## config.mk

```make
export PLATFORM = sky130hd
export DESIGN_NAME = timer_watchdog_core
export DESIGN_NICKNAME = d
export VERILOG_FILES = /design/src/timer_watchdog_pkg.sv /design/src/count_half.sv /design/src/pulse_shaper.sv /design/src/timer_watchdog_core.sv
export VERILOG_INCLUDE_DIRS = /design/src /design/src/src
export SDC_FILE = /design/constraint.sdc
export NUM_CORES = 1
export LEC_CHECK = 0
export BUFFER_PORTS_ARGS = -buffer_cell sky130_fd_sc_hd__buf_2
export CAP_MARGIN = 10
export CORE_MARGIN = 2
export CORE_UTILIZATION = 55
export CTS_BUF_LIST = sky130_fd_sc_hd__clkbuf_4 sky130_fd_sc_hd__clkbuf_8
export DETAILED_ROUTE_END_ITERATION = 6
export PLACE_DENSITY = 0.76
export SYNTH_ARGS = -nofsm -noshare
export SYNTH_HDL_FRONTEND = slang
export SYNTH_HIERARCHICAL = 1
export SYNTH_SLANG_ARGS = --single-unit
```

## constraint.sdc

```tcl
create_clock -name mclk -period 8.32 [get_ports mclk]
set_input_delay 0.832 -clock mclk [delete_from_list [all_inputs] [get_ports mclk]]
set_output_delay 0.832 -clock mclk [all_outputs]
set_load 0.03 [all_outputs]
```

## src/timer_watchdog_defs.svh

```systemverilog
// Purpose: bit positions, keys and reset values of the timer/watchdog core
// Assumes: included by every design file that needs a field position
// Notes: definitions only
`ifndef TIMER_WATCHDOG_DEFS_SVH
`define TIMER_WATCHDOG_DEFS_SVH
`define REG_RESET 32'h0000_0000
`define CTL_RUN_LSB 6
`define CTL_PW_LSB 4
`define CTL_STYLE_BIT 3
`define CTL_INV_BIT 1
`define CTL_HI_OFS 16
`define CTL_RUN_MASK 32'h00c0_00c0
`define GLB_REL_LO_BIT 0
`define GLB_REL_HI_BIT 1
`define GLB_MODE_LSB 2
`define GLB_REL_MASK 32'h0000_0003
`define EMU_FREE_BIT 0
`define EMU_SOFT_BIT 1
`define WDC_ARM_BIT 14
`define WDC_KEY_LSB 16
`define KEY_FIRST 16'ha5c6
`define KEY_SECOND 16'hda7e
`endif

```

## src/timer_watchdog_pkg.sv

```systemverilog
// Purpose: types shared by the timer/watchdog core and its bench
// Assumes: field positions come from timer_watchdog_defs.svh
// Notes: no constants here besides enum codes
package timer_watchdog_pkg;
  typedef enum logic [1:0] {
    ARR_64 = 2'b00,
    ARR_UNCHAINED = 2'b01,
    ARR_WATCHDOG = 2'b10,
    ARR_CHAINED = 2'b11
  } arrangement_t;
  typedef enum logic [1:0] {
    RUN_OFF = 2'b00,
    RUN_ONCE = 2'b01,
    RUN_CONT = 2'b10,
    RUN_RSVD = 2'b11
  } run_t;
  typedef enum logic [1:0] {
    WD_INITIAL = 2'b00,
    WD_PREACTIVE = 2'b01,
    WD_ACTIVE = 2'b10,
    WD_TIMEOUT = 2'b11
  } wd_state_t;
  typedef enum logic [2:0] {
    SEL_CNT_LO = 3'h0,
    SEL_CNT_HI = 3'h1,
    SEL_PRD_LO = 3'h2,
    SEL_PRD_HI = 3'h3,
    SEL_CTL = 3'h4,
    SEL_GLB = 3'h5,
    SEL_EMU = 3'h6,
    SEL_WDC = 3'h7
  } reg_sel_t;
  typedef struct packed {
    logic en;
    reg_sel_t sel;
    logic [31:0] data;
  } reg_wr_t;
  typedef struct packed {
    logic irqLo;
    logic dmaLo;
    logic irqHi;
    logic dmaHi;
    logic wdIrq;
  } events_t;
endpackage : timer_watchdog_pkg

```

## src/count_half.sv

```systemverilog
// Purpose: one 32-bit counter half with clear, load and increment
// Assumes: clear beats load beats increment
// Notes: increment wraps from all ones to zero
`timescale 1ns/100ps
`default_nettype none
module count_half #(
  parameter int W = 32
) (
  input wire logic mclk,
  input wire logic rstn,
  input wire logic clr,
  input wire logic load,
  input wire logic [W-1:0] loadData,
  input wire logic inc,
  output logic [W-1:0] count_q
);
  always_ff @(posedge mclk or negedge rstn)
  begin
    if (!rstn)
      count_q <= '0;
    else if (clr)
      count_q <= '0;
    else if (load)
      count_q <= loadData;
    else if (inc)
      count_q <= count_q + {{(W-1){1'b0}}, 1'b1};
  end
endmodule : count_half
`default_nettype wire

```

## src/pulse_shaper.sv

```systemverilog
// Purpose: timer output pin shaping, pulse or toggling clock
// Assumes: trig is a one-cycle match strobe
// Notes: pin comes from a flop, so it lags trig by one clock
`timescale 1ns/100ps
`default_nettype none
module pulse_shaper (
  input wire logic mclk,
  input wire logic rstn,
  input wire logic trig,
  input wire logic [1:0] width,
  input wire logic invert,
  input wire logic clockMode,
  output logic pinOut_q
);
  logic [2:0] left_q;
  logic [2:0] left_d;
  logic tgl_q;

  always_comb
  begin
    if (trig)
      left_d = {1'b0, width} + 3'h1;
    else if (left_q != 3'h0)
      left_d = left_q - 3'h1;
    else
      left_d = 3'h0;
  end

  always_ff @(posedge mclk or negedge rstn)
  begin
    if (!rstn)
      left_q <= 3'h0;
    else
      left_q <= left_d;
  end

  always_ff @(posedge mclk or negedge rstn)
  begin
    if (!rstn)
      tgl_q <= 1'b0;
    else if (trig)
      tgl_q <= ~tgl_q;
  end

  // clock mode ignores width and polarity
  always_ff @(posedge mclk or negedge rstn)
  begin
    if (!rstn)
      pinOut_q <= 1'b0;
    else if (clockMode)
      pinOut_q <= tgl_q ^ trig;
    else
      pinOut_q <= (left_d != 3'h0) ^ invert;
  end
endmodule : pulse_shaper
`default_nettype wire

```

## src/timer_watchdog_core.sv

```systemverilog
// Purpose: 64-bit timer splittable into two halves, with watchdog mode
// Assumes: psuResetN is glitch-free; writes arrive as one-cycle strobes
// Notes: IS_WATCHDOG selects the instance that owns the watchdog
// What this block does
// - counter above period wraps through zero
// - running timer ignores most register writes
// - watchdog off at reset, needs mode and arm
// - watchdog uses 64-bit count, match resets chip
// - ordered key pair services and clears counter
// - wrong key in active watchdog times out
// - timeout disarms, resets timer, stays till reset
// - only timeout or reset ends active watchdog
// - arm plus first key enters pre-active
// - pre-active accepts control only with valid key
// - second key with arm activates, clears counters
// - from pre-active counters and periods locked, control stays writable
// - output pulse 1-4 clocks, or toggling clock
// - upper output settings ignored in 64/unchained
// - outside watchdog mode, a cleared half-release freezes that half
// - device or power-unit reset restores defaults
// - match raises interrupt and dma per mode
// - debug suspend obeys free and soft bits
// - counts on timer clock, not cpu steps
`timescale 1ns/100ps
`default_nettype none
`include "timer_watchdog_defs.svh"
module timer_watchdog_core #(
  parameter bit IS_WATCHDOG = 1'b1,
  parameter int W = 32
) (
  input wire logic mclk,
  input wire logic rstn,
  input wire logic psuResetN,
  input wire timer_watchdog_pkg::reg_wr_t regWr,
  input wire logic debugSuspend,
  output logic [W-1:0] counterLow,
  output logic [W-1:0] counterHigh,
  output timer_watchdog_pkg::wd_state_t wdState,
  output logic watchdogArm,
  output logic systemReset_q,
  output timer_watchdog_pkg::events_t events_q,
  output logic timerOutLow,
  output logic timerOutHigh
);
  logic resetN;
  logic [31:0] ctl_q;
  logic [31:0] glb_q;
  logic [1:0] emu_q;
  logic [W-1:0] prdLo_q;
  logic [W-1:0] prdHi_q;
  logic arm_q;
  logic keySeen_q;
  timer_watchdog_pkg::wd_state_t wdState_q;
  timer_watchdog_pkg::arrangement_t mode;
  timer_watchdog_pkg::run_t runLo;
  timer_watchdog_pkg::run_t runHi;
  logic relLo;
  logic relHi;
  logic gpActive;
  logic wdLocked;
  logic wrCntOk;
  logic [15:0] key;
  logic keyWr;
  logic armNew;
  logic matchLo;
  logic matchHi;
  logic match64;
  logic haltLo;
  logic haltHi;
  logic adv64;
  logic advCh;
  logic advLo;
  logic advHi;
  logic clrLo;
  logic clrHi;
  logic incLo;
  logic incHi;
  logic evLo;
  logic evHi;
  logic wdMode;
  logic wdRun;
  logic wdService;
  logic toEntry;
  logic [1:0] hiWidth;
  logic hiInv;
  logic hiStyle;
  logic hiTrig;
  logic contLo;
  logic contHi;
  logic onceLo_q;
  logic onceHi_q;

  // power-unit reset acts as a full hardware reset
  assign resetN = rstn & psuResetN;

  assign mode = timer_watchdog_pkg::arrangement_t'(glb_q[`GLB_MODE_LSB +: 2]);
  assign runLo = timer_watchdog_pkg::run_t'(ctl_q[`CTL_RUN_LSB +: 2]);
  assign runHi = timer_watchdog_pkg::run_t'(ctl_q[`CTL_HI_OFS + `CTL_RUN_LSB +: 2]);
  assign relLo = glb_q[`GLB_REL_LO_BIT];
  assign relHi = glb_q[`GLB_REL_HI_BIT];
  // watchdog never runs one-shot, so it always restarts at the period
  assign contLo = wdMode || (runLo != timer_watchdog_pkg::RUN_ONCE);
  assign contHi = runHi != timer_watchdog_pkg::RUN_ONCE;
  assign wdMode = IS_WATCHDOG && (mode == timer_watchdog_pkg::ARR_WATCHDOG);
  assign wdRun = wdMode && (wdState_q == timer_watchdog_pkg::WD_ACTIVE) && arm_q;

  // timer counts as active while released and enabled
  assign gpActive = !wdMode && ((relLo && runLo != timer_watchdog_pkg::RUN_OFF)
                    || (relHi && runHi != timer_watchdog_pkg::RUN_OFF));
  assign wdLocked = IS_WATCHDOG && (wdState_q != timer_watchdog_pkg::WD_INITIAL);
  assign wrCntOk = !gpActive && !wdLocked;

  assign key = regWr.data[`WDC_KEY_LSB +: 16];
  assign keyWr = IS_WATCHDOG && regWr.en && (regWr.sel == timer_watchdog_pkg::SEL_WDC);
  assign armNew = regWr.data[`WDC_ARM_BIT];

  assign matchLo = (counterLow == prdLo_q);
  assign matchHi = (counterHigh == prdHi_q);
  assign match64 = matchLo && matchHi;

  // free runs on; soft stops at the period, else at once
  assign haltLo = debugSuspend && !emu_q[`EMU_FREE_BIT]
                  && (!emu_q[`EMU_SOFT_BIT]
                      || (mode == timer_watchdog_pkg::ARR_64 || wdMode ? match64 : matchLo));
  assign haltHi = debugSuspend && !emu_q[`EMU_FREE_BIT]
                  && (!emu_q[`EMU_SOFT_BIT] || matchHi);

  // a cleared release bit only withholds the advance
  // one advance per mclk at most
  // one-shot stops only after its single period event has gone out
  assign adv64 = wdMode ? (wdRun && !haltLo)
                 : (relLo && relHi && runLo != timer_watchdog_pkg::RUN_OFF && !haltLo
                    && !(!contLo && onceLo_q));
  assign advCh = relLo && relHi && runLo != timer_watchdog_pkg::RUN_OFF && !haltLo
                 && !(!contLo && onceLo_q);
  assign advLo = relLo && runLo != timer_watchdog_pkg::RUN_OFF && !haltLo
                 && !(!contLo && onceLo_q);
  assign advHi = relHi && runHi != timer_watchdog_pkg::RUN_OFF && !haltHi
                 && !(!contHi && onceHi_q);

  // ordered pair after first key services the count
  assign wdService = wdRun && keyWr && key == `KEY_SECOND && keySeen_q;
  // match on the joined count, a bad key, both time out
  assign toEntry = wdRun && ((adv64 && match64)
                   || (keyWr && key != `KEY_FIRST && key != `KEY_SECOND));

  always_comb
  begin
    clrLo = 1'b0;
    clrHi = 1'b0;
    incLo = 1'b0;
    incHi = 1'b0;
    evLo = 1'b0;
    evHi = 1'b0;
    unique case (mode)
      timer_watchdog_pkg::ARR_64, timer_watchdog_pkg::ARR_WATCHDOG:
      begin
        // carry through all ones, clear only at the period
        if (adv64)
        begin
          evLo = match64;
          clrLo = match64 && contLo;
          clrHi = match64 && contLo;
          incLo = !match64;
          incHi = !match64 && (&counterLow);
        end
      end
      timer_watchdog_pkg::ARR_CHAINED:
      begin
        // upper half acts as prescaler for the lower half
        if (advCh)
        begin
          clrHi = matchHi;
          incHi = !matchHi;
          if (matchHi)
          begin
            evLo = matchLo;
            clrLo = matchLo && contLo;
            incLo = !matchLo;
          end
        end
      end
      timer_watchdog_pkg::ARR_UNCHAINED:
      begin
        if (advLo)
        begin
          evLo = matchLo;
          clrLo = matchLo && contLo;
          incLo = !matchLo;
        end
        if (advHi)
        begin
          evHi = matchHi;
          clrHi = matchHi && contHi;
          incHi = !matchHi;
        end
      end
    endcase
    // timeout resets the timer; activation clears counters
    if (wdService || toEntry
        || (keyWr && wdState_q == timer_watchdog_pkg::WD_PREACTIVE
            && key == `KEY_SECOND && armNew))
    begin
      clrLo = 1'b1;
      clrHi = 1'b1;
      incLo = 1'b0;
      incHi = 1'b0;
    end
  end

  count_half #(.W(W)) u_low (
    .mclk(mclk),
    .rstn(resetN),
    .clr(clrLo),
    .load(regWr.en && regWr.sel == timer_watchdog_pkg::SEL_CNT_LO && wrCntOk),
    .loadData(regWr.data[W-1:0]),
    .inc(incLo),
    .count_q(counterLow)
  );

  count_half #(.W(W)) u_high (
    .mclk(mclk),
    .rstn(resetN),
    .clr(clrHi),
    .load(regWr.en && regWr.sel == timer_watchdog_pkg::SEL_CNT_HI && wrCntOk),
    .loadData(regWr.data[W-1:0]),
    .inc(incHi),
    .count_q(counterHigh)
  );

  // period writes dropped while running or locked
  always_ff @(posedge mclk or negedge resetN)
  begin
    if (!resetN)
    begin
      prdLo_q <= '0;
      prdHi_q <= '0;
    end
    else if (regWr.en && wrCntOk)
    begin
      if (regWr.sel == timer_watchdog_pkg::SEL_PRD_LO)
        prdLo_q <= regWr.data[W-1:0];
      if (regWr.sel == timer_watchdog_pkg::SEL_PRD_HI)
        prdHi_q <= regWr.data[W-1:0];
    end
  end

  // running timer keeps only the run select fields
  always_ff @(posedge mclk or negedge resetN)
  begin
    if (!resetN)
      ctl_q <= `REG_RESET;
    else if (regWr.en && regWr.sel == timer_watchdog_pkg::SEL_CTL)
      ctl_q <= gpActive ? ((ctl_q & ~`CTL_RUN_MASK) | (regWr.data & `CTL_RUN_MASK))
               : regWr.data;
  end

  // running timer keeps only the release bits
  always_ff @(posedge mclk or negedge resetN)
  begin
    if (!resetN)
      glb_q <= `REG_RESET;
    else if (regWr.en && regWr.sel == timer_watchdog_pkg::SEL_GLB)
      glb_q <= gpActive ? ((glb_q & ~`GLB_REL_MASK) | (regWr.data & `GLB_REL_MASK))
               : regWr.data;
  end

  always_ff @(posedge mclk or negedge resetN)
  begin
    if (!resetN)
      emu_q <= 2'h0;
    else if (regWr.en && regWr.sel == timer_watchdog_pkg::SEL_EMU)
      emu_q <= regWr.data[1:0];
  end

  // one-shot done flags; leaving one-shot run select re-arms them
  always_ff @(posedge mclk or negedge resetN)
  begin
    if (!resetN)
    begin
      onceLo_q <= 1'b0;
      onceHi_q <= 1'b0;
    end
    else
    begin
      onceLo_q <= !contLo && (onceLo_q || evLo);
      onceHi_q <= !contHi && (onceHi_q || evHi);
    end
  end

  // disarmed at reset; no write disarms once active
  always_ff @(posedge mclk or negedge resetN)
  begin
    if (!resetN)
      arm_q <= 1'b0;
    else if (toEntry || wdState_q == timer_watchdog_pkg::WD_TIMEOUT)
      arm_q <= 1'b0;
    else if (keyWr && wdState_q == timer_watchdog_pkg::WD_INITIAL)
      arm_q <= armNew;
    // pre-active takes control only with a valid key
    else if (keyWr && wdState_q == timer_watchdog_pkg::WD_PREACTIVE
             && (key == `KEY_FIRST || key == `KEY_SECOND))
      arm_q <= armNew;
  end

  always_ff @(posedge mclk or negedge resetN)
  begin
    if (!resetN)
      wdState_q <= timer_watchdog_pkg::WD_INITIAL;
    else
    begin
      unique case (wdState_q)
        timer_watchdog_pkg::WD_INITIAL:
        begin
          // arm and first key in watchdog arrangement
          if (keyWr && wdMode && armNew && key == `KEY_FIRST)
            wdState_q <= timer_watchdog_pkg::WD_PREACTIVE;
        end
        timer_watchdog_pkg::WD_PREACTIVE:
        begin
          // second key with arm set goes active
          if (keyWr && key == `KEY_SECOND && armNew)
            wdState_q <= timer_watchdog_pkg::WD_ACTIVE;
        end
        timer_watchdog_pkg::WD_ACTIVE:
        begin
          if (toEntry)
            wdState_q <= timer_watchdog_pkg::WD_TIMEOUT;
        end
        timer_watchdog_pkg::WD_TIMEOUT:
        begin
          wdState_q <= timer_watchdog_pkg::WD_TIMEOUT;
        end
      endcase
    end
  end

  // remember the first key of the pair
  always_ff @(posedge mclk or negedge resetN)
  begin
    if (!resetN)
      keySeen_q <= 1'b0;
    else if (keyWr && wdRun)
      keySeen_q <= (key == `KEY_FIRST);
  end

  // timeout holds the processor reset request
  always_ff @(posedge mclk or negedge resetN)
  begin
    if (!resetN)
      systemReset_q <= 1'b0;
    else if (toEntry)
      systemReset_q <= 1'b1;
  end

  // lower events for 64/chained/plain half, upper only for the unchained upper half
  always_ff @(posedge mclk or negedge resetN)
  begin
    if (!resetN)
      events_q <= '0;
    else
    begin
      events_q.irqLo <= evLo && !wdMode;
      events_q.dmaLo <= evLo && !wdMode;
      events_q.irqHi <= evHi;
      events_q.dmaHi <= evHi;
      events_q.wdIrq <= toEntry;
    end
  end

  // upper output falls back to lower settings here
  always_comb
  begin
    if (mode == timer_watchdog_pkg::ARR_64 || mode == timer_watchdog_pkg::ARR_UNCHAINED)
    begin
      hiWidth = ctl_q[`CTL_PW_LSB +: 2];
      hiInv = ctl_q[`CTL_INV_BIT];
      hiStyle = ctl_q[`CTL_STYLE_BIT];
    end
    else
    begin
      hiWidth = ctl_q[`CTL_HI_OFS + `CTL_PW_LSB +: 2];
      hiInv = ctl_q[`CTL_HI_OFS + `CTL_INV_BIT];
      hiStyle = ctl_q[`CTL_HI_OFS + `CTL_STYLE_BIT];
    end
  end
  assign hiTrig = wdMode ? toEntry : evHi;

  // pulse of width+1 clocks or toggle per match
  pulse_shaper u_out_low (
    .mclk(mclk),
    .rstn(resetN),
    .trig(evLo && !wdMode),
    .width(ctl_q[`CTL_PW_LSB +: 2]),
    .invert(ctl_q[`CTL_INV_BIT]),
    .clockMode(ctl_q[`CTL_STYLE_BIT]),
    .pinOut_q(timerOutLow)
  );

  pulse_shaper u_out_high (
    .mclk(mclk),
    .rstn(resetN),
    .trig(hiTrig),
    .width(hiWidth),
    .invert(hiInv),
    .clockMode(hiStyle),
    .pinOut_q(timerOutHigh)
  );

  assign wdState = wdState_q;
  assign watchdogArm = arm_q;
endmodule : timer_watchdog_core
`default_nettype wire

```

* Yosys cells after proc, flatten, opt, wreduce, memory -nomap -nowiden
Cells that the tools add are included.
** Storage, ports and cells
- Input port bits :: 40
- Register bits after elaboration :: 214
** Operators by class
- Bitwise logic cells :: 9
- $add $sub $neg :: 6
- Eq/ne operators :: 24
- Muxes and demuxes :: 55
- Reductions and logical operators :: 99
** Operators by type and width (count)
- 32-bit 2-to-1 mux :: 8
- 32-bit by 1-bit adder with 32-bit output, second input constant :: 2
- 32-bit == test :: 2
- 1-bit logical AND :: 54
- 1-bit 2-to-1 mux :: 33
- 16-bit == test, second input constant :: 2
- 16-bit inequality test, second input constant :: 2
- 32-bit by 2-bit OR with 32-bit output :: 1
- 32-bit by 24-bit OR with 32-bit output :: 1
- 32-bit AND reduction :: 1
- 3-bit nonzero test :: 7
- 1-bit case mux with 3 select lines :: 5
- 1-bit zero test :: 14
- 1-bit logical OR :: 13
- 3-bit == test, second input constant :: 4
- 3-bit 2-to-1 mux :: 4
- 2-bit == test, second input constant :: 4
- 2-bit 2-to-1 mux :: 4
- 2-bit by 1-bit inequality test with 1-bit output, second input constant :: 4
- 2-bit case mux with 4 select lines :: 1
- 2-bit by 1-bit adder with 3-bit output, second input constant :: 2
- 3-bit by 2-bit == test with 1-bit output, second input constant :: 2
- 2-bit nonzero test :: 3
- 3-bit by 1-bit subtractor with 3-bit output, second input constant :: 2
- other kinds (11) :: 18

* Logic depth before layout (Yosys ltp)
- Depth in word-level cells :: 18
- Gate-level depth with buffers :: 14
- Gate-level depth less buffers :: 11

* Cells and area by module
The synthesis kept the hierarchy.
** By module, submodules not included
- timer_watchdog_core :: sequential area each 2302.2 um^2, times used 1, cells each 400, area an instance 4822.1 um^2
- count_half :: sequential area each 800.8 um^2, times used 2, cells each 241, area an instance 2078.2 um^2
- pulse_shaper (u_out_low) :: sequential area each 125.1 um^2, times used 1, cells each 26, area an instance 250.2 um^2
- pulse_shaper (u_out_high) :: sequential area each 125.1 um^2, times used 1, cells each 26, area an instance 244.0 um^2

* Worst setup path before layout
OpenSTA, ideal clock, no wires.
- Kind :: in2reg
- Start :: input regWr[16] (netlist bit)
- End :: register u_low.count_q[14]
- Required time :: 8.201 ns
- Stages :: 12
- Data arrival time :: 3.219 ns
- Setup time :: 0.119 ns
- Slack :: 4.982 ns
- Cell sequence :: nor4bb_1 -> nand4_1 -> nand3b_1 -> a31o_2 -> o31ai_1 -> nor4_1 -> buf_2 -> nand2_1 -> nor4_1 -> nand4_1 -> xnor2_1 -> o21a_1
** Between the ends
- Longest elaborated chain between the ends :: 9
- Elaborated cells on any way between the ends :: 17
** RTL lines
- start: declaration :: RTL line timer_watchdog_core.sv:34 : input wire timer_watchdog_pkg::reg_wr_t regWr,
- 16-bit inequality test (no source line)
- 1-bit logical AND (no source line) (2 in series)
- 1-bit logical OR :: RTL line timer_watchdog_core.sv:144 : assign toEntry = wdRun && ((adv64 && match64)
- 1-bit logical AND :: RTL line timer_watchdog_core.sv:144
- 1-bit logical OR :: RTL line timer_watchdog_core.sv:200 : if (wdService || toEntry
- 1-bit logical OR (*) :: RTL line timer_watchdog_core.sv:200
- 1-bit 2-to-1 mux (*) :: RTL line timer_watchdog_core.sv:200
- via incLo :: RTL line timer_watchdog_core.sv:76 : logic incLo;
- 3-bit nonzero test (no source line) (*)
- end signal: assignment :: RTL line count_half.sv:24 : count_q <= loadData;
- end signal: assignment :: RTL line count_half.sv:26 : count_q <= count_q + {{(W-1){1'b0}}, 1'b1};
- end: declaration :: RTL line count_half.sv:15 : output logic [W-1:0] count_q
The timed path passes the listed nets; every way through them passes the cells marked *.
A chain may end at the register's enable or synchronous reset.

* Worst setup path in the final report
- Start :: register u_high.count_q[24]
- End :: register u_low.count_q[24]
** Between the ends
- Longest elaborated chain between the ends :: 16
- Elaborated cells on any way between the ends :: 33
** RTL lines
- start: declaration :: RTL line count_half.sv:15
- start signal: assignment :: RTL line count_half.sv:24
- start signal: assignment :: RTL line count_half.sv:26
- 32-bit == test (*) :: RTL line timer_watchdog_core.sv:118 : assign matchHi = (counterHigh == prdHi_q);
- 1-bit logical AND :: RTL line timer_watchdog_core.sv:119 : assign match64 = matchLo && matchHi;
- 1-bit 2-to-1 mux :: RTL line timer_watchdog_core.sv:124 : || (mode == timer_watchdog_pkg::ARR_64 || wdMode ? match64 : matchLo));
- 1-bit logical OR :: RTL line timer_watchdog_core.sv:123 : && (!emu_q[`EMU_SOFT_BIT]
- 1-bit logical AND :: RTL line timer_watchdog_core.sv:122 : assign haltLo = debugSuspend && !emu_q[`EMU_FREE_BIT]
- 1-bit zero test
- 1-bit logical AND :: RTL line timer_watchdog_core.sv:132, timer_watchdog_core.sv:134
- 1-bit logical AND :: RTL line timer_watchdog_core.sv:133, timer_watchdog_core.sv:135
- 1-bit 2-to-1 mux :: RTL line timer_watchdog_core.sv:131 : assign adv64 = wdMode ? (wdRun && !haltLo)
- 1-bit logical AND :: RTL line timer_watchdog_core.sv:144
- 1-bit logical OR :: RTL line timer_watchdog_core.sv:144
- 1-bit logical AND :: RTL line timer_watchdog_core.sv:144
- 1-bit logical OR (2 in series) :: RTL line timer_watchdog_core.sv:200
- 1-bit 2-to-1 mux (*) :: RTL line timer_watchdog_core.sv:200
- via incLo :: RTL line timer_watchdog_core.sv:76
- 3-bit nonzero test (no source line) (*)
Marked as above.

==> flow_summary.toml <==
[run_status]
status = "completed"

[routing]
wire_per_inst_microns = 21.6
drc_errors = 0
via_count = 7854
via_per_inst = 6.21
drt_pre_antenna_iters = 6
dr.first_iter.drc_count = 855
ant_nets = 0
wl_microns = 27300

[clock_network]
insertion_delay_ns = 0.47
cts_tree = "yes"
holdBufCountCts = 0
root_buffer = "clkbuf_8"
cts-resized-gates = 0
cts_htree_levels = 4
clk_pin_slew_ns = 0.09
cts-buffers-inserted = 17
cts_num_sinks = 166
post-cts-setup-buffers = 0
clock_path_buffers = 2

[yosys]
yosysMostFrequentCell = "dfrtp_1"
synth_top_cell_area_share_pct = 43.9
synth_seq_cells = 166
synth-edff-count = 0
yosys_warnings = 6
synthesis.area_sq_um = 9470
yosysTopAreaCell = "dfrtp_1"
synth_area_per_cell_sq_um = 10.1
netlist_instances = 934
synthFlopType = "dfrtp_1"
synth.distinct_cells = 63
synth_seq_area_share_pct = 43.9
synth_area_leaders = "dfrtp_1 44%, mux2_2 9.9%, xnor2_1 9.8%, nand4_1 3.6%, a21oi_1 2.7%"
synth_common_cells = "166 x dfrtp_1, 106 x xnor2_1, 83 x mux2_2, 55 x nand4_1, 52 x a21oi_1"
synth_fp_nets = 978
ys_async_sr_fraction_pct = 100

[cells_and_area]
area_delta_synth_final_pct = 11.5
antenna_cells = 0
final_layout_size_suffix_gt1_share_pct = 25.4
multiInputGateArea_sq_um = 4970
fill_cells = 1413
area.sequential_sq_um = 4150
nets = 1076
postLayoutCellArea_sq_um = 10600

[die]
rows = 47
die_x_microns = 135
fp.dieArea_sq_um = 18300
ios = 115
die_y_microns = 135
start_util_pct = 56.7
coreArea_sq_um = 16700

[sta]
setup_viol = 0
min_period_ns = 4.04
rsz0062_at_grt = "no"
fin_ws_ns = 4.28
hold_viol = 0
setup_tns_ns = 0
slew_viol_final = 0
finalCritPeriodShare_pct = 48.6
finClkSkew_ns = 0.0170
worstMarginPinSlew_ns = 1.07
holdWs_ns = 0.457
fmax_mhz = 248
maxSlewHeadroom_pct = 28.2

[critical_path]
cp.arrival_ns = 4.40
start_kind = "register"
path_class = "reg2reg"
end_kind = "register"
startpoint = "u_high/count_q[24]"
critical_path_required_ns = 8.68
cp_max_fo = 12
reg2reg_from = "u_high/count_q[24]"

[power_and_ir_drop]
pwr-share-seq_pct = 43.7
power_frac_comb_pct = 41.0
p_leak_nw = 4.39
power_density_nw_per_um2 = 362
clock_power_share_pct = 15.3
irDropWorstVdd_v = 0.000228
switching_power_mw = 1.70
intPower_mw = 2.13
p_sw_share_pct = 44.4
total_power_mw = 3.82

[placed_design]
place_congestion = 0.978
numPortBuffers = 114
pre_cts_slack_ns = 4.13
placed_cell_area_sq_um = 10200
dp_hpwl_microns = 19300

[grt]
overflow = 0
grt_usage_pct = 30.3
first_global_vias = 7289
grt_pass1_wl_microns = 42100
antenna_found_initial = 0
grt_max_degree = 78

[flow_run]
maxCapViolations = 0

[worst_hold_path]
min_from = "u_out_low/tgl_q"
hold_class = "reg2reg"
==> worst max-delay path: stages, from the launching register on <==
cell and delay (ns):
dfrtp_1 0.44, xnor2_1 0.29, nand4_1 0.13, nor4_1 0.85, a31oi_1 0.23, o21ba_2 0.27, nor4_2 0.12, buf_4 0.23
nand2_1 0.13, nor4_1 0.69, nand4_1 0.22, xnor2_1 0.17, o21a_1 0.17
==> cell type report <==
cell class	count	area share, %
multi-input combinational	686	47.0
timing repair buffer	124	6.11
sequential	166	39.3
clock inverter	13	1.24
tap	220	2.61
inverter	37	1.31
clock buffer	19	2.42
==> state kept, by name, summed over array words and instances (netlist names) <==
name	cells
prdHi_q	32
prdLo_q	32
u_high/count_q	32
u_low/count_q	32
ctl_q	12
glb_q	4
events_q	3
u_out_high/left_q	3
u_out_low/left_q	3
emu_q	2
wdState	2
keySeen_q	1
onceHi_q	1
onceLo_q	1
systemReset_q	1
u_out_high/pinOut_q	1
u_out_high/tgl_q	1
u_out_low/pinOut_q	1
u_out_low/tgl_q	1
watchdogArm	1
==> worst paths after layout <==
check                                     to  slack [ns]  cells past startpoint
max                        u_low/count_q[24]        4.28                     12
min                          u_out_low/tgl_q        0.46                      1
max in group asynchronous           onceHi_q        5.81                      4
max reg2reg                u_low/count_q[24]        4.28                     12
min in group asynchronous  u_low/count_q[16]        0.47                      2
min reg2reg                  u_out_low/tgl_q        0.46                      1
==> logic make-up after synthesis <==
kind of cell,after synthesis,share of synthesized area (%)
DFF,166,43.9
buffers and inverters,82,3.92
and+or+nand+nor,320,19.8
AOI/OAI and AO/OA,154,10.3
xor gates and xnor gates,116,10.7
adders and majority gates,4,0.528
muxes,92,10.8
==> layout by cell type, fill, tap and decap left out, types with 4 or more instances in the layout <==
cell,instances
nor2b_1,17
nor3b_1,8
mux2_2,83
nand4_1,55
a22oi_1,4
inv_1,37
and3_1,17
and4_1,12
xor2_1,10
o311ai_0,4
o21a_1,29
buf_4,10
clkinv_2,6
mux2i_1,8
nor4_1,13
ha_1,4
a21o_1,4
xnor2_1,106
or3_1,6
a21oi_1,52
nand3_1,37
nor2_1,48
o21bai_1,5
nand2b_1,4
nand2_1,50
dfrtp_1,166
nor4bb_1,6
nor4_2,5
clkbuf_8,18
buf_2,114
o21ai_0,27
nor3_1,16
==> stage by stage <==
| stage | utilization (%) | std cells |
|---|---|---|
| after global placement | 61.0 | 1233 |
| after detailed placement | 61.0 | 1233 |
| after global routing | 63.3 | 1265 |
| final | 63.3 | 1265 |
| after CTS | 63.3 | 1265 |
| after floorplan | - | 934 |
==> power groups by stage <==
stage | logic [mW] | clock network [mW] | registers [mW]
floorplan | 0.895 | 0 | 1.80
global placement | 1.52 | 0 | 1.66
detailed placement | 1.55 | 0 | 1.67
CTS | 1.56 | 0.589 | 1.66
global route | 1.67 | 0.624 | 1.72
finish | 1.57 | 0.586 | 1.67
==> layer usage <==
metal / vias up / GRT usage, % / wire length, microns
met2: 395 / 47.0 / 12500
met3: 54 / 5.05 / 2130
met5: - / 0 / 0
li1: 3559 / - / -
met4: 0 / 9.72 / 689
met1: 3846 / 43.7 / 12000
Power figures use the tool's default switching activity.
